<file path="config.mk">
export PLATFORM = sky130hd
export DESIGN_NAME = fault_hiccup_supervisor
export DESIGN_NICKNAME = d
export VERILOG_FILES = /design/src/hiccup_pkg.sv /design/src/blank_timer.sv /design/src/fault_hiccup_supervisor.sv
export SDC_FILE = /design/constraint.sdc
export NUM_CORES = 1
export LEC_CHECK = 0
export ABC_CLOCK_PERIOD_IN_PS = 7500
export CORE_ASPECT_RATIO = 1.25
export CORE_MARGIN = 3
export CORE_UTILIZATION = 54
export CTS_CLUSTER_SIZE = 25
export DETAILED_ROUTE_END_ITERATION = 16
export DONT_BUFFER_PORTS = 1
export PLACE_DENSITY_LB_ADDON = 0.08
export RECOVER_POWER = 100
export SYNTH_ARGS = -nofsm -noshare
export SYNTH_HDL_FRONTEND = slang
export SYNTH_HIERARCHICAL = 1
export SYNTH_SLANG_ARGS = --single-unit
</file>
<file path="constraint.sdc">
create_clock -name mclk -period 7.5 [get_ports mclk]
set_clock_uncertainty 0.05 [all_clocks]
set_input_delay 0.75 -clock mclk [delete_from_list [all_inputs] [get_ports mclk]]
set_output_delay 0.75 -clock mclk [all_outputs]
set_load 0.05 [all_outputs]
</file>
<file path="src/hiccup_pkg.sv">
/*
  constants, states and timing for the fault and hiccup supervisor.
  assumes a single 25 MHz device clock; analog comparisons arrive as logic levels.
*/
package hiccup_pkg;
  // ----------------------------------------
  // timing
  // ----------------------------------------
  localparam int CLK_HZ = 25000000;
  localparam int ONESHOT_US = 50;
  localparam int BLANK_NS = 100;
  localparam int RESTART_MS = 295;
  localparam int ONESHOT_CYC = (CLK_HZ / 1000000) * ONESHOT_US;
  localparam int BLANK_CYC = (BLANK_NS * (CLK_HZ / 1000000) + 999) / 1000;
  localparam int RESTART_CYC = (CLK_HZ / 1000) * RESTART_MS;
  localparam int CNT_W = 24;
  // ----------------------------------------
  // register bus map
  // ----------------------------------------
  localparam logic [7:0] ADDR_CTRL = 8'h00;
  localparam logic [7:0] ADDR_STATUS = 8'h04;
  localparam logic [7:0] ADDR_RESTARTS = 8'h08;
  localparam int CTRL_HICCUP_EN = 0;
  localparam int CTRL_BLANK_EN = 1;
  localparam logic [1:0] CTRL_RESET = 2'h3;
  // ----------------------------------------
  // states
  // ----------------------------------------
  typedef enum logic [5:0] {
    ST_DISCHARGE = 6'h01,
    ST_SOFTSTART = 6'h02,
    ST_RUN = 6'h04,
    ST_OC_DRAIN = 6'h08,
    ST_SHUTDOWN = 6'h10,
    ST_LOWPOWER = 6'h20
  } sup_state_e;
endpackage

</file>
<file path="src/blank_timer.sv">
/*
  leading-edge blanking counter for the current sense comparisons.
  assumes gate_rise is a one-cycle pulse on the rising drive edge.
*/
`timescale 1ns/1ps
module blank_timer #(
  parameter int CYCLES = hiccup_pkg::BLANK_CYC
) (
  input wire logic mclk,
  input wire logic rst_b,
  input wire logic enable,
  input wire logic gate_rise,
  output logic blanking
);
  typedef struct packed {
    logic [7:0] cnt;
  } blank_s;
  blank_s st_reg;
  blank_s st_next;

  initial
  begin
    if (CYCLES < 1 || CYCLES > 255)
    begin
      $error("blank_timer: CYCLES out of range");
    end
  end

  always_comb
  begin
    st_next = st_reg;
    if (gate_rise && enable)
    begin
      st_next.cnt = 8'(CYCLES);
    end
    else if (st_reg.cnt != 8'h00)
    begin
      st_next.cnt = st_reg.cnt - 8'h01;
    end
    if (!enable)
    begin
      st_next.cnt = 8'h00;
    end
  end

  always_ff @(posedge mclk or negedge rst_b)
  begin
    if (!rst_b)
    begin
      st_reg <= '0;
    end
    else
    begin
      st_reg <= st_next;
    end
  end

  assign blanking = (st_reg.cnt != 8'h00);
endmodule

</file>
<file path="src/fault_hiccup_supervisor.sv">
/*
  fault and overcurrent hiccup supervisor with apb control and status.
  assumes comparator results are synchronous to mclk and the soft-start
  thresholds arrive as comparator levels.
*/
// What this block does
// any of four monitors raises a fault
// fault disables drive, fast-discharges soft-start
// restart needs fault clear, soft-start below reset
// input-high fault enters low power about 295 ms
// after delay, restart or repeat shutdown
// input-low fault shuts down without delay
// overcurrent shutdown armed after soft-start completes
// overcurrent swaps charge source for 40 uA discharge
// retriggerable 50 us one-shot on overcurrent
// discharge holds while one-shot active
// below 4.375 V during drain: shut down
// overcurrent shutdown waits 295 ms, then restarts
// early overcurrent end restores normal charging
// threshold above 1.5 V defeats hiccup; code uses ctrl bit CTRL_HICCUP_EN instead
// ignore current sense first 100 ns
// blanking starts at drive rising edge
// blanking masks both current comparisons
// shutdown discharge continues to 0.27 V reset
// soft-start completes above error amplifier
// no blanking while feedback below 2.0 V
// timers count device clock cycles
`timescale 1ns/1ps
module fault_hiccup_supervisor #(
  parameter int RESTART_CYCLES = hiccup_pkg::RESTART_CYC,
  parameter int ONESHOT_CYCLES = hiccup_pkg::ONESHOT_CYC
) (
  input wire logic mclk,
  input wire logic rst_b,
  input wire logic psel,
  input wire logic penable,
  input wire logic pwrite,
  input wire logic [7:0] paddr,
  input wire logic [31:0] pwdata,
  output logic [31:0] prdata,
  output logic pready,
  output logic pslverr,
  input wire logic ref_low,
  input wire logic input_high_monitor,
  input wire logic input_low_monitor,
  input wire logic over_temp,
  input wire logic overcurrent,
  input wire logic peak_current_trip,
  input wire logic pwm_gate_request,
  input wire logic feedback_input_low,
  input wire logic ss_below_reset,
  input wire logic ss_below_oc_limit,
  input wire logic ss_above_comp,
  output logic gate_drive,
  output logic ss_charge_on,
  output logic ss_drain_oc,
  output logic ss_drain_fast,
  output logic low_power
);
  // ----------------------------------------
  // parameter checks
  // ----------------------------------------
  initial
  begin
    if (RESTART_CYCLES < 1 || RESTART_CYCLES >= (1 << hiccup_pkg::CNT_W))
    begin
      $error("RESTART_CYCLES out of range");
    end
    if (ONESHOT_CYCLES < 1 || ONESHOT_CYCLES >= (1 << hiccup_pkg::CNT_W))
    begin
      $error("ONESHOT_CYCLES out of range");
    end
  end

  // ----------------------------------------
  // reset release
  // ----------------------------------------
  logic [1:0] rst_sync_reg;
  logic rst_i_b;
  always_ff @(posedge mclk or negedge rst_b)
  begin
    if (!rst_b)
    begin
      rst_sync_reg <= 2'h0;
    end
    else
    begin
      rst_sync_reg <= {rst_sync_reg[0], 1'b1};
    end
  end
  assign rst_i_b = rst_sync_reg[1];

  // ----------------------------------------
  // state
  // ----------------------------------------
  typedef struct packed {
    hiccup_pkg::sup_state_e state;
    logic [hiccup_pkg::CNT_W-1:0] delay_cnt;
    logic [hiccup_pkg::CNT_W-1:0] shot_cnt;
    logic [1:0] ctrl;
    logic high_fault_seen;
    logic oc_shutdown;
    logic gate;
    logic charge;
    logic drain_oc;
    logic drain_fast;
    logic lowp;
    logic [15:0] restarts;
    logic [31:0] rdata;
    logic ready;
  } sup_s;
  sup_s st_reg;
  sup_s st_next;

  logic blanking;
  logic fault;
  logic oc_seen;
  logic pk_seen;
  logic shot_active;
  logic apb_access;

  blank_timer #(
    .CYCLES(hiccup_pkg::BLANK_CYC)
  ) u_blank (
    .mclk(mclk),
    .rst_b(rst_i_b),
    .enable(st_reg.ctrl[hiccup_pkg::CTRL_BLANK_EN] && !feedback_input_low),
    .gate_rise(st_next.gate && !st_reg.gate),
    .blanking(blanking)
  );

  function automatic logic [hiccup_pkg::CNT_W-1:0] cnt_load(input int n);
    cnt_load = (hiccup_pkg::CNT_W)'(n);
  endfunction

  assign fault = ref_low || input_high_monitor || input_low_monitor || over_temp;
  // spikes from the switch edge must not trip either comparison
  assign oc_seen = overcurrent && !blanking;
  assign pk_seen = peak_current_trip && !blanking;
  assign shot_active = (st_reg.shot_cnt != '0);
  assign apb_access = psel && penable && !st_reg.ready;

  // ----------------------------------------
  // next state
  // ----------------------------------------
  always_comb
  begin
    st_next = st_reg;
    st_next.ready = 1'b0;
    if (st_reg.delay_cnt != '0)
    begin
      st_next.delay_cnt = st_reg.delay_cnt - cnt_load(1);
    end
    // one-shot reloads while overcurrent persists
    if (oc_seen)
    begin
      st_next.shot_cnt = cnt_load(ONESHOT_CYCLES);
    end
    else if (shot_active)
    begin
      st_next.shot_cnt = st_reg.shot_cnt - cnt_load(1);
    end
    if (input_high_monitor)
    begin
      st_next.high_fault_seen = 1'b1;
    end

    case (st_reg.state)
      hiccup_pkg::ST_DISCHARGE:
      begin
        if (!fault && ss_below_reset)
        begin
          st_next.high_fault_seen = 1'b0;
          if (st_reg.high_fault_seen || st_reg.oc_shutdown)
          begin
            st_next.state = hiccup_pkg::ST_LOWPOWER;
            st_next.delay_cnt = cnt_load(RESTART_CYCLES);
          end
          else
          begin
            st_next.state = hiccup_pkg::ST_SOFTSTART;
          end
          st_next.oc_shutdown = 1'b0;
        end
      end
      hiccup_pkg::ST_SOFTSTART:
      begin
        if (ss_above_comp)
        begin
          st_next.state = hiccup_pkg::ST_RUN;
        end
      end
      hiccup_pkg::ST_RUN:
      begin
        // overcurrent is only acted on here, after soft-start
        if (oc_seen && st_reg.ctrl[hiccup_pkg::CTRL_HICCUP_EN])
        begin
          st_next.state = hiccup_pkg::ST_OC_DRAIN;
        end
      end
      hiccup_pkg::ST_OC_DRAIN:
      begin
        if (ss_below_oc_limit)
        begin
          st_next.state = hiccup_pkg::ST_SHUTDOWN;
          st_next.oc_shutdown = 1'b1;
        end
        else if (!shot_active && !oc_seen)
        begin
          st_next.state = hiccup_pkg::ST_SOFTSTART;
        end
      end
      hiccup_pkg::ST_SHUTDOWN:
      begin
        if (ss_below_reset)
        begin
          st_next.state = hiccup_pkg::ST_LOWPOWER;
          st_next.delay_cnt = cnt_load(RESTART_CYCLES);
          st_next.oc_shutdown = 1'b0;
        end
      end
      hiccup_pkg::ST_LOWPOWER:
      begin
        if (st_reg.delay_cnt == '0)
        begin
          st_next.restarts = st_reg.restarts + 16'h0001;
          if (fault)
          begin
            st_next.state = hiccup_pkg::ST_DISCHARGE;
          end
          else
          begin
            st_next.state = hiccup_pkg::ST_SOFTSTART;
          end
        end
      end
      default:
      begin
        st_next.state = hiccup_pkg::ST_DISCHARGE;
      end
    endcase

    // any fault overrides the sequence, the low-power wait included
    if (fault)
    begin
      st_next.state = hiccup_pkg::ST_DISCHARGE;
    end

    st_next.gate = 1'b0;
    st_next.charge = 1'b0;
    st_next.drain_oc = 1'b0;
    st_next.drain_fast = 1'b0;
    st_next.lowp = 1'b0;
    case (st_next.state)
      hiccup_pkg::ST_SOFTSTART,
      hiccup_pkg::ST_RUN:
      begin
        st_next.charge = 1'b1;
        st_next.gate = pwm_gate_request && !(pk_seen && st_reg.gate);
      end
      hiccup_pkg::ST_OC_DRAIN:
      begin
        st_next.drain_oc = 1'b1;
        st_next.gate = pwm_gate_request && !(pk_seen && st_reg.gate);
      end
      hiccup_pkg::ST_LOWPOWER:
      begin
        st_next.lowp = 1'b1;
      end
      default:
      begin
        st_next.drain_fast = 1'b1;
      end
    endcase

    // ----------------------------------------
    // apb slave, one wait state
    // ----------------------------------------
    st_next.rdata = 32'h0000_0000;
    if (apb_access)
    begin
      st_next.ready = 1'b1;
      if (paddr == hiccup_pkg::ADDR_CTRL)
      begin
        if (pwrite)
        begin
          st_next.ctrl = pwdata[1:0];
        end
        st_next.rdata = {30'h0, st_reg.ctrl};
      end
      else if (paddr == hiccup_pkg::ADDR_STATUS)
      begin
        st_next.rdata = {20'h0, fault, blanking, shot_active, st_reg.lowp,
                         st_reg.gate, st_reg.high_fault_seen, st_reg.state};
      end
      else if (paddr == hiccup_pkg::ADDR_RESTARTS)
      begin
        st_next.rdata = {16'h0, st_reg.restarts};
        if (pwrite)
        begin
          // a restart counted in the same cycle survives the clear
          st_next.restarts = st_next.restarts - st_reg.restarts;
        end
      end
    end
  end

  always_ff @(posedge mclk or negedge rst_i_b)
  begin
    if (!rst_i_b)
    begin
      st_reg <= '0;
      st_reg.state <= hiccup_pkg::ST_DISCHARGE;
      st_reg.ctrl <= hiccup_pkg::CTRL_RESET;
      st_reg.drain_fast <= 1'b1;
    end
    else
    begin
      st_reg <= st_next;
    end
  end

  // ----------------------------------------
  // outputs
  // ----------------------------------------
  assign gate_drive = st_reg.gate;
  assign ss_charge_on = st_reg.charge;
  assign ss_drain_oc = st_reg.drain_oc;
  assign ss_drain_fast = st_reg.drain_fast;
  assign low_power = st_reg.lowp;
  assign prdata = st_reg.rdata;
  assign pready = st_reg.ready;
  assign pslverr = 1'b0;
endmodule

</file>
Word level (Yosys, flattened, before mapping)
Index checks and enable logic that the tools add are counted.
{ "word_totals": {"n_memories": 0, "mem_bits_rw": 0, "latchBits": 0, "romBits": 0, "elab_cells": 111, "regBits": 122, "output_inout_bits": 39} }
{ "classes": {"div_mod_pow": 0, "n_lt_le_gt_ge": 0, "n_reduce_logical": 36, "shift": 0, "muxes": 38, "addsub": 5, "n_mul": 0, "n_eq_ne": 16, "bitwise": 0} }
{ "op_table": {"columns": ["cell", "count"], "rows": [
  ["24-bit two-way mux", 4],
  ["16-bit two-way mux", 5],
  ["32-bit two-way mux", 2],
  ["30-bit two-way mux", 2],
  ["49-bit two-way mux", 1],
  ["48-bit two-way mux", 1],
  ["24-bit case mux with 2 select lines", 1],
  ["24-bit nonzero test", 2],
  ["24-bit by 1-bit subtractor with 24-bit output (second input constant)", 2],
  ["6-bit two-way mux", 7],
  ["6-bit case mux with 6 select lines", 1],
  ["24-bit zero test", 1],
  ["8-bit two-way mux", 3],
  ["16-bit by 1-bit adder with 16-bit output (second input constant)", 1],
  ["16-bit subtractor", 1],
  ["6-bit by 2-bit equality test with 1-bit output (second input constant)", 2],
  ["6-bit by 3-bit equality test with 1-bit output (second input constant)", 2],
  ["6-bit by 4-bit equality test with 1-bit output (second input constant)", 2],
  ["6-bit equality test (second input constant)", 2],
  ["1-bit logical AND", 12],
  ["1-bit two-way mux", 9],
  ["8-bit by 3-bit equality test with 1-bit output (second input constant)", 1],
  ["8-bit by 4-bit equality test with 1-bit output (second input constant)", 1],
  ["1-bit zero test", 8],
  ["17 further kinds", 22]
]} }

Logic depth before layout (Yosys ltp)
Gate-level depths: netlist (run 1).
{ "logic_depth": {"depth_word": 16, "ltp_mapped": 17} }

Hierarchy
Netlist (run 1), hierarchy kept.
{ "by_module_without_submodules": {"columns": ["module", "cells_each", "area_per_inst_um2", "seq_area_each_um2", "instances"], "rows": [
  ["fault_hiccup_supervisor", 630, 5740.5, 2457.4, 1],
  ["blank_timer", 55, 514.2, 200.2, 1]
]} }

Least setup slack after synthesis (run 1)
No wires, ideal clock.
{ "synth_timing": {"path_kind": "register -> register", "from": "reg st_reg[91] in the netlist's numbering", "to": "reg st_reg[47] in the netlist's numbering", "required_ns": 7.314, "arrival_time_ns": 3.983, "setup_slack_ns": 3.331, "period_less_slack_ns": 4.169, "path_stages_with_launch": 16, "cell_sequence": "dfrtp_1 > or4_4 > or4b_4 > nor4_4 > buf_6 > xnor2_1 > ha_1 > inv_1 > fa_1 > a211oi_1 > o21bai_1 > a21oi_1 > o21ai_0 > a41oi_1 > xor2_1 > o21ai_0"} }
{ "synth_lines": {"columns": ["item", "line_no", "source"], "rows": [
  ["from (decl)", "fault_hiccup_supervisor.sv:112", "sup_s st_reg;"],
  ["from (signal assigned)", "fault_hiccup_supervisor.sv:319", "st_reg <= st_next;"]
]} }

==> impl_metrics.csv, run 1 <==
group,metric,value,unit
final_layout,area_delta_synth_final,3.30,%
die,io_pins,95,
setup_path,critPathMostFrequentCell,"o21ai_0",
final_layout,drive_gt1_share,5.22,%
setup_path,cp-start-kind,"register",
timing,worstMarginPinSlew,3980,ps
detailed_routing,wl_per_cell,16.2,um
place,dp_hpwl,9590,um
clock_network,cts.clk_slew.worst_paths,80,ps
yosys,synthCells,685,
timing,tns,0,ps
grt,grt-ovfl-total,0,
min_path,hold_path.class,"in2async",
yosys,yosys.area_share.simple,24.8,%
die,coreArea,0.0112,mm2
yosys,yosys.area_share.adder,4.48,%
setup_path,r2r-end,"st_reg[47]",
pwr,total_power,1.28,mW
setup_path,endpoint,"st_reg[47]",
yosys,synth_seq_cells,106,
timing,slew_viol_final,77,
clock_network,clock_latency,360,ps
timing,fin_crit,4980,ps
yosys,synthMuxAreaShare,1.74,%
timing,slew_headroom,-165,%
detailed_routing,drc,0,
timing,post-route-period-util,66.4,%
status,violations,"capacitance limit, slew limit",
timing,finalHoldViolations,0,
setup_path,endpoint_kind,"register",
final_layout,antennaDiodeCount,0,
grt,grt_pass1_wl,22100,um
timing,setup_viol,0,
yosys,synth_area,0.00625,mm2
grt,grt_pass1_vias,4528,
setup_path,cp_max_fo,15,
grt,antenna_found_initial,0,
detailed_routing,vias,4699,
clock_network,h-tree-depth,3,
die,die_w,102,um
setup_path,cpPeakStageDelay,850,ps
final_layout,fin_util,57.7,%
setup_path,crit_chain,"or4_4 > or4b_1 > nor4_4 > xnor2_1 > ha_1 > inv_1 > fa_1 > a211oi_1 > o21bai_1 > a21oi_1 > o21ai_0 > a41oi_1 > xor2_1 > o21ai_0",
yosys,ys.flop_type,"dfrtp_1",
clock_network,clk_path_buf_depth,2,
yosys,synth_warnings,6,
job,cap_violations,1,
final_layout,largest_reg_flops,74,
die,die_area,0.0129,mm2
clock_network,cts_root_buf,"clkbuf_16",
setup_path,arrival,5120,ps
pwr,vdd_drop_max,0.148,mV
yosys,yosysUniqueCellTypes,67,
detailed_routing,drtAntennaViolNets,0,
die,rows,43,
place,port_buffers,0,
timing,rsz0062_at_grt,"false",
setup_path,timing.rr.start,"st_reg[91]",
clock_network,cts_tree,"built",
setup_path,startpoint,"st_reg[91]",
yosys,synthArstFlopShare,100,%
status,outcome,"finished with violations",
setup_path,crit_path_top_delay_cell,"nor4_4",
yosys,synth_compound_area_share,11.3,%
grt,gr-usage-all-layers,21.5,%
pwr,power.density,199,mW/mm2
setup_path,r2r_slack,2520,ps
detailed_routing,drt-pass1-iter-count,5,
die,fp.dieH,126,um
detailed_routing,viasPerCell,5.83,
pwr,power.leakage,2.71,nW
yosys,synth_top_family_by_area,"simple AND/OR/NAND/NOR gates",
detailed_routing,drtIter0Drc,230,
grt,grt_max_degree,77,
die,initial_core_util,55.9,%
final_layout,final_nets,743,
clock_network,cts_setup_buffers,0,
clock_network,numCtsBuffers,9,
setup_path,cp.required,7640,ps
clock_network,cts_resized,0,
clock_network,cts_sinks,106,
setup_path,worstRegToRegCells,14,
final_layout,n_fill_cell,1000,
place,gp_congestion,0.833,
yosys,synth_sequential_area_ratio,42.5,%
yosys,synth_edf_count,0,
clock_network,holdBufCountCts,0,
detailed_routing,wirelength,13000,um
yosys,avgSynthCellArea,9.13,um2
setup_path,crit_type,"reg2reg",
timing,timing.fmax,201,MHz
yosys,synth_xor_area_share,7.98,%
[cells by family after synthesis]
logic type | count (synthesis)
adder cells (fa/ha/maj) | 22
multiplexers | 10
flip-flops | 106
buffers and inverters | 80
AO/OA/AOI/OAI | 109
other | 2
XOR/XNOR | 57
AND/OR/NAND/NOR | 299
[cell usage in the layout, fill, tap and decap left out, drive strengths merged, types with 3 or more instances in the layout]
cell,instances
mux2i,3
xnor2,37
nand3,19
mux2,7
dfrtp,102
and3,12
nor2b,11
o211ai,4
o21a,7
dfstp,4
o31ai,10
a22oi,11
o21ai,24
nor3,28
nand3b,3
nor4,18
or3,13
nand2,50
inv,34
nor2,95
or4,9
nor3b,6
and2,3
conb,18
nand2b,12
nand4,7
a21oi,29
clkbuf,13
xor2,20
ha,20
a21boi,3
[routing by layer]
metal	vias up	track usage, %	wire length, um
met5	-	0	0
met4	0	6.87	207
met3	17	3.85	569
met2	94	33.2	6320
met1	2258	30.6	5940
li1	2330	-	-
[final cells by class]
class | count | area, um2 | area share [%]
Multi-Input combinational cell | 515 | 3210 | 49.7
Clock inverter | 7 | 72.6 | 1.12
Inverter | 30 | 113 | 1.74
Clock buffer | 9 | 225 | 3.49
Timing Repair Buffer | 4 | 15.0 | 0.232
Sequential cell | 106 | 2660 | 41.1
Tap cell | 135 | 169 | 2.61
[worst min path at each step]
stage | startpoint | endpoint | slack, ps | depth (start not counted)
after floorplan | rst_sync_reg[0] | rst_sync_reg[1] | 280 | 0
final | rst_b | rst_sync_reg[1] | 20 | 0
after CTS | rst_b | rst_sync_reg[1] | 10 | 0
after global placement | rst_sync_reg[1] | ss_drain_oc | 200 | 0
after global routing | rst_b | rst_sync_reg[1] | 2 | 0
after detailed placement | rst_sync_reg[1] | ss_drain_oc | 220 | 0
[power by group]
group	internal (mW)	total, mW	switching, mW
Combinational	0.0581	0.147	0.0892
Sequential	0.614	0.665	0.0507
Clock	0.236	0.471	0.235
[cell usage after synthesis, drive strengths merged, types with 12 or more instances]
library cell | count | area share [%]
xor2 | 20 | 2.8
nor2 | 95 | 5.7
o21ai | 24 | 1.9
a21oi | 29 | 2.3
or3 | 13 | 1.3
dfrtp | 102 | 41
nor3 | 28 | 2.3
nand2 | 50 | 3.1
nor4 | 18 | 2.0
ha | 20 | 4.0
clkbuf | 15 | 0.90
xnor2 | 37 | 5.2
buf | 35 | 4.3
inv | 30 | 1.8
nand2b | 12 | 1.2
and3 | 12 | 1.2
nand3 | 19 | 1.5
[metrics by stage]
step	worst slack [ps]	cell area (um2)	instances	hold slack (ps)
after floorplan	3330	6310	701	281
after global placement	2670	6190	790	204
after detailed placement	2600	6190	790	218
after CTS	2590	6490	806	13.9
after global routing	1550	6460	806	1.93
final	2520	6460	806	24.6
[critical path, delay by kind of cell, from the launching register on]
family	cells	cell delay (ps)
XOR/XNOR	2	390
buffers and inverters	1	60
AO/OA/AOI/OAI	6	1280
AND/OR/NAND/NOR	3	2010
flip-flops	1	390
adder cells (fa/ha/maj)	2	640
Power figures use the tool's default switching activity.
==> run 2, diff against run 1 <==
Settings changed: ABC_AREA set to 1, ABC_CLOCK_PERIOD_IN_PS 7500 to 4800.
Clock period 7.5 ns to 4.8 ns, I/O delays scaled along.
==> impl_metrics.csv, run 2 <==
group,metric,value,unit
status,outcome,"finished with violations",
status,violations,"capacitance limit, slew limit",
setup_path,r2r-end,"st_reg[45]",
die,io_pins,95,
min_path,hold_path.class,"in2reg",
timing,timing.fmax,256,MHz
yosys,avgSynthCellArea,7.57,um2
final_layout,antennaDiodeCount,0,
setup_path,r2r_slack,890,ps
die,rows,45,
die,fp.dieH,132,um
detailed_routing,drtAntennaViolNets,0,
die,initial_core_util,55.9,%
clock_network,clock_latency,350,ps
clock_network,cts_root_buf,"clkbuf_16",
pwr,power.internal,1.71,mW
die,die_w,107,um
clock_network,cts_sinks,106,
setup_path,endpoint_kind,"register",
setup_path,endpoint,"st_reg[45]",
pwr,pwr-share-comb,28.3,%
die,coreArea,0.0123,mm2
yosys,yosysTopAreaCell,"dfrtp_1",
clock_network,numCtsBuffers,9,
yosys,synth_sequential_area_ratio,38.6,%
place,placed_area,0.00688,mm2
detailed_routing,viasPerCell,5.33,
detailed_routing,wl_per_cell,14.7,um
job,cap_violations,1,
detailed_routing,vias,5693,
place,dp_hpwl,12100,um
timing,rsz0062_at_grt,"false",
pwr,power.leakage,3.59,nW
yosys,synth_edf_count,0,
final_layout,final_nets,977,
setup_path,cp-start-kind,"register",
detailed_routing,wl_met1,6510,um
setup_path,timing.rr.start,"st_reg[82]",
detailed_routing,drt-pass1-iter-count,4,
clock_network,cts_setup_buffers,0,
timing,worstMarginPinSlew,2640,ps
yosys,synth_warnings,6,
yosys,synthArstFlopShare,100,%
detailed_routing,drtIter0Drc,297,
timing,whs,205,ps
final_layout,finalInstanceArea,0.00710,mm2
final_layout,final_common_cell,"nand2_1",
yosys,synth_area,0.00689,mm2
timing,slew_headroom,-75.8,%
yosys,yosysUniqueCellTypes,55,
setup_path,arrival,4150,ps
detailed_routing,wirelength,15700,um
grt,grt_max_degree,67,
final_layout,fin_util,57.6,%
grt,grt_pass1_vias,5735,
pwr,vdd_drop_max,0.237,mV
grt,antenna_found_initial,0,
detailed_routing,dr_wl_met3,590,um
yosys,synthTopCellsByCount,"nand2_1, nor2_1, inv_1, dfrtp_1, a21oi_1",
pwr,p_clk_share,28.2,%
detailed_routing,top_layer_used,"met4",
detailed_routing,drc,0,
yosys,synth_seq_cells,106,
grt,gr-usage-all-layers,23.3,%
pwr,power.density,379,mW/mm2
clock_network,cts_tree,"built",
setup_path,crit_type,"reg2reg",
yosys,synth_area_leaders,"dfrtp_1, nand2_1, nor2_1, inv_1, xor2_1",
grt,grt_pass1_wl,26800,um
setup_path,worstRegToRegCells,17,
grt,grt-ovfl-total,0,
yosys,synthDominantCellAreaShare,37.0,%
yosys,ys.flop_type,"dfrtp_1",
timing,slew_viol_final,67,
place,port_buffers,0,
setup_path,cp.required,5040,ps
timing,fin_crit,3910,ps
pwr,p_seq_share,43.5,%
timing,tns,0,ps
die,die_area,0.0142,mm2
pwr,swShare,36.6,%
final_layout,area_delta_synth_final,3.01,%
setup_path,cp_max_fo,12,
detailed_routing,dr_wl_met2,8120,um
pwr,total_power,2.69,mW
yosys,synthCells,910,
yosys,synth_most_common_cell,"nand2_1",
clock_network,cts.clk_slew.worst_paths,70,ps
setup_path,startpoint,"st_reg[82]",
final_layout,final_cell_mix,"nand2_1, nor2_1, inv_1",
clock_network,h-tree-depth,3,
final_layout,drive_gt1_share,6.85,%
timing,setup_viol,0,
timing,post-route-period-util,81.4,%
clock_network,clk_path_buf_depth,2,
place,gp_congestion,0.965,
timing,finalHoldViolations,0,
final_layout,largest_reg_flops,74,
pwr,switchingPower,986,uW
run 2: changes by cell type in the layout (fill, tap and decap cells not counted), moves of 13 or more:
cell	previous run	this run
nand2_1	49	175
inv_1	30	115
nor2_1	95	143
xnor2_1	37	5
nand3_1	19	50
a21oi_1	29	55
xor2_1	20	37
nand4_1	7	20
or3_1	13	0
run 2: power groups by stage:
stage	registers [mW]	clock network, mW	logic [mW]
global placement	1.18	0	0.762
floorplan	1.16	0	0.660
finish	1.17	0.760	0.761
CTS	1.17	0.781	0.791
detailed placement	1.19	0	0.786
global route	1.19	0.812	0.879
run 2: worst min-delay path by stage:
stage / from / cells after the start / to
after floorplan: rst_b / 0 / rst_sync_reg[0]
after global placement: rst_b / 0 / rst_sync_reg[0]
after detailed placement: rst_b / 0 / rst_sync_reg[0]
after CTS: pwdata[1] / 2 / st_reg[57]
after global routing: pwm_gate_request / 2 / gate_drive
final: pwdata[1] / 2 / st_reg[57]
run 2: what timing repair did:
action	CTS	global route
setup endpoints to repair	0	0
hold buffers	1	0
resized for setup	0	0
hold endpoints to repair	2	0
run 2: area by class of cell:
type	count	area, um2
fillers	1163	5230
multi-input cells	653	3440
flip-flops and latches	106	2660
inverters	127	478
clock buffers	10	239
well taps	164	205
clock inverters	6	65.1
repair buffers	3	18.8
run 2: metrics by stage:
stage,setup slack (ps),instances
finish,892,1069
global route,486,1069
CTS,1150,1069
detailed placement,1180,1052
global placement,1290,1052
floorplan,1590,926
run 2: critical path, stage by stage, from the launching register on:
cell      delay [ps]
dfrtp_1          370
inv_1            120
ha_1             210
nand2_1           80
nor2_1           170
nand3_1          510
nor2_8           320
nand2_1          120
xor2_1           200
ha_1             310
nand3_1          100
nand2_1           90
a21boi_0         480
o21bai_1         170
a21boi_0         240
or2_2            150
nand3_1           60
nand2_1           90
run 2: routing by layer:
layer / global-route usage, % / up-vias
met3: 3.18 / 33
met1: 28.6 / 2692
met4: 9.67 / 0
met5: 0 / -
met2: 40.5 / 117
li1: - / 2851
run 2: cells by family (layout without fill, tap and decap cells):
group / after synthesis / after routing / synth area share [%]
simple gates: 455 / 455 / 31.1
buf+inv: 167 / 146 / 11.2
compound gates: 115 / 115 / 9.38
flops: 106 / 106 / 38.6
xor+xnor: 43 / 43 / 5.57
fa+ha+maj: 21 / 21 / 3.92
other cells: 2 / 18 / 0.109
mux: 1 / 1 / 0.163
==> run 3, diff against run 2 <==
Settings changed: ABC_AREA 1 to 0, ABC_CLOCK_PERIOD_IN_PS 4800 to 3200.
Clock period 4.8 ns to 3.2 ns, I/O delays scaled along.
==> impl_metrics.csv, run 3 (same netlist as run 1, synthesis figures left out) <==
group,metric,value,unit
final_layout,final_common_cell,"dfrtp_1",
clock_network,cts.clk_slew.worst_paths,70,ps
setup_path,worstRegToRegCells,12,
setup_path,cpPeakStageDelay,540,ps
clock_network,h-tree-depth,3,
grt,grt_max_degree,60,
detailed_routing,viasPerCell,5.67,
die,fp.dieH,126,um
setup_path,crit_type,"reg2reg",
timing,post-route-period-util,118,%
clock_network,cts_root_buf,"clkbuf_16",
place,gp_congestion,0.888,
final_layout,n_fill_cell,931,
die,die_area,0.0129,mm2
timing,setup_slack,-589,ps
detailed_routing,drc,0,
setup_path,arrival,4000,ps
final_layout,largest_reg_flops,74,
min_path,holdPathStages,1,
timing,rsz0062_at_grt,"true",
setup_path,r2r-end,"st_reg[46]",
setup_path,critPathBufInv,1,
timing,worstMarginPinSlew,2420,ps
setup_path,crit_chain,"or4_4 > or4b_4 > nor4_4 > buf_12 > nand4_1 > xnor2_1 > ha_1 > or3_1 > o2111ai_2 > a21oi_1 > or2_2 > o31ai_1",
timing,finalHoldViolations,0,
final_layout,final_nets,843,
place,port_buffers,0,
pwr,power.leakage,3.25,nW
clock_network,numCtsBuffers,9,
detailed_routing,wirelength,14800,um
pwr,vdd_drop_max,0.374,mV
grt,grt-ovfl-total,0,
setup_path,r2r_slack,-590,ps
final_layout,antennaDiodeCount,0,
min_path,holdPathEnd,"prdata[0]",
detailed_routing,wl_per_cell,16.3,um
min_path,worstHoldStart,"paddr[3]",
setup_path,cp-start-kind,"register",
die,initial_core_util,55.9,%
final_layout,drive_gt1_share,19.7,%
detailed_routing,vias,5136,
setup_path,cp.required,3410,ps
setup_path,timing.rr.start,"st_reg[91]",
grt,grt_pass1_wl,24200,um
detailed_routing,drt-pass1-iter-count,6,
clock_network,clk_path_buf_depth,2,
die,rows,43,
final_layout,fin_util,65.5,%
pwr,total_power,3.25,mW
grt,antenna_found_initial,0,
timing,setup_viol,22,
place,dp_cells,886,
setup_path,cp_top_family,"simple AND/OR/NAND/NOR gates",
status,outcome,"finished with violations",
min_path,hold_path.class,"in2reg",
timing,slew_viol_final,60,
clock_network,cts_sinks,106,
place,dp_hpwl,11000,um
final_layout,area_delta_synth_final,17.1,%
setup_path,crit_path_top_delay_cell,"or4_4",
clock_network,clock_latency,350,ps
final_layout,final_cell_mix,"dfrtp_1, nor2_1, buf_4",
pwr,power.density,444,mW/mm2
die,coreArea,0.0112,mm2
job,cap_violations,1,
grt,gr-usage-all-layers,23.6,%
die,io_pins,95,
grt,grt_pass1_vias,5092,
setup_path,endpoint_kind,"register",
status,violations,"capacitance limit, slew limit, setup timing",
detailed_routing,drtIter0Drc,227,
timing,tns,-7350,ps
timing,fin_crit,3790,ps
timing,timing.fmax,264,MHz
setup_path,cp_max_fo,10,
final_layout,fin_cells,906,
clock_network,cts_tree,"built",
die,die_w,102,um
detailed_routing,drtAntennaViolNets,0,
timing,slew_headroom,-61.4,%
-- run 3: timing repair --
action                                  in CTS  in global routing
endpoints found under the setup margin      22                 22
gates cloned                                 0                  0
pin swaps                                    3                  2
hold buffers                                 2                  0
setup buffers                                2                  0
endpoints found under the hold margin        4                  0
gates resized for setup                      4                  9
-- run 3: power breakdown --
group          switching, mW  total [mW]  internal, mW
combinational          0.286       0.569         0.283
clock                  0.535        1.16         0.621
sequential            0.0854        1.52          1.44
-- run 3: area by class of cell --
cell class / instances / area, um2 / share of cell area [%]
Clock buffer: 9 / 225 / 3.07
Clock inverter: 7 / 82.6 / 1.13
Inverter: 30 / 113 / 1.54
Multi-Input combinational cell: 515 / 3310 / 45.2
Sequential cell: 106 / 2660 / 36.3
Tap cell: 135 / 169 / 2.31
Timing Repair Buffer: 104 / 768 / 10.5
-- run 3: worst max path at each step --
stage          slack (ps)       start  cells after the start          to
2_1_floorplan        -600  st_reg[91]                     15  st_reg[47]
3_3_place_gp         -540  st_reg[91]                     12  st_reg[46]
3_5_place_dp         -610  st_reg[82]                     15  st_reg[46]
4_1_cts              -600  st_reg[91]                     12  st_reg[46]
5_1_grt              -780  st_reg[91]                     16  st_reg[47]
6_report             -590  st_reg[91]                     12  st_reg[46]
-- run 3: per-layer routing --
metal | wire length, um | vias to the layer above | global-route usage, % | share of wire, %
met5 | 0 | - | 0 | 0
met4 | 301 | 0 | 8.11 | 2.0
met3 | 643 | 27 | 3.47 | 4.4
met2 | 7370 | 146 | 39.9 | 50
met1 | 6460 | 2449 | 30.8 | 44
li1 | - | 2514 | - | -
-- run 3: through the flow --
step | instance area (um2) | setup slack [ps] | hold WS, ps
finish | 7320 | -589 | 28.0
detailed placement | 6960 | -611 | -25.5
global route | 7320 | -785 | 44.6
global placement | 6960 | -542 | -25.5
CTS | 7320 | -604 | 16.2
floorplan | 6350 | -598 | -25.6
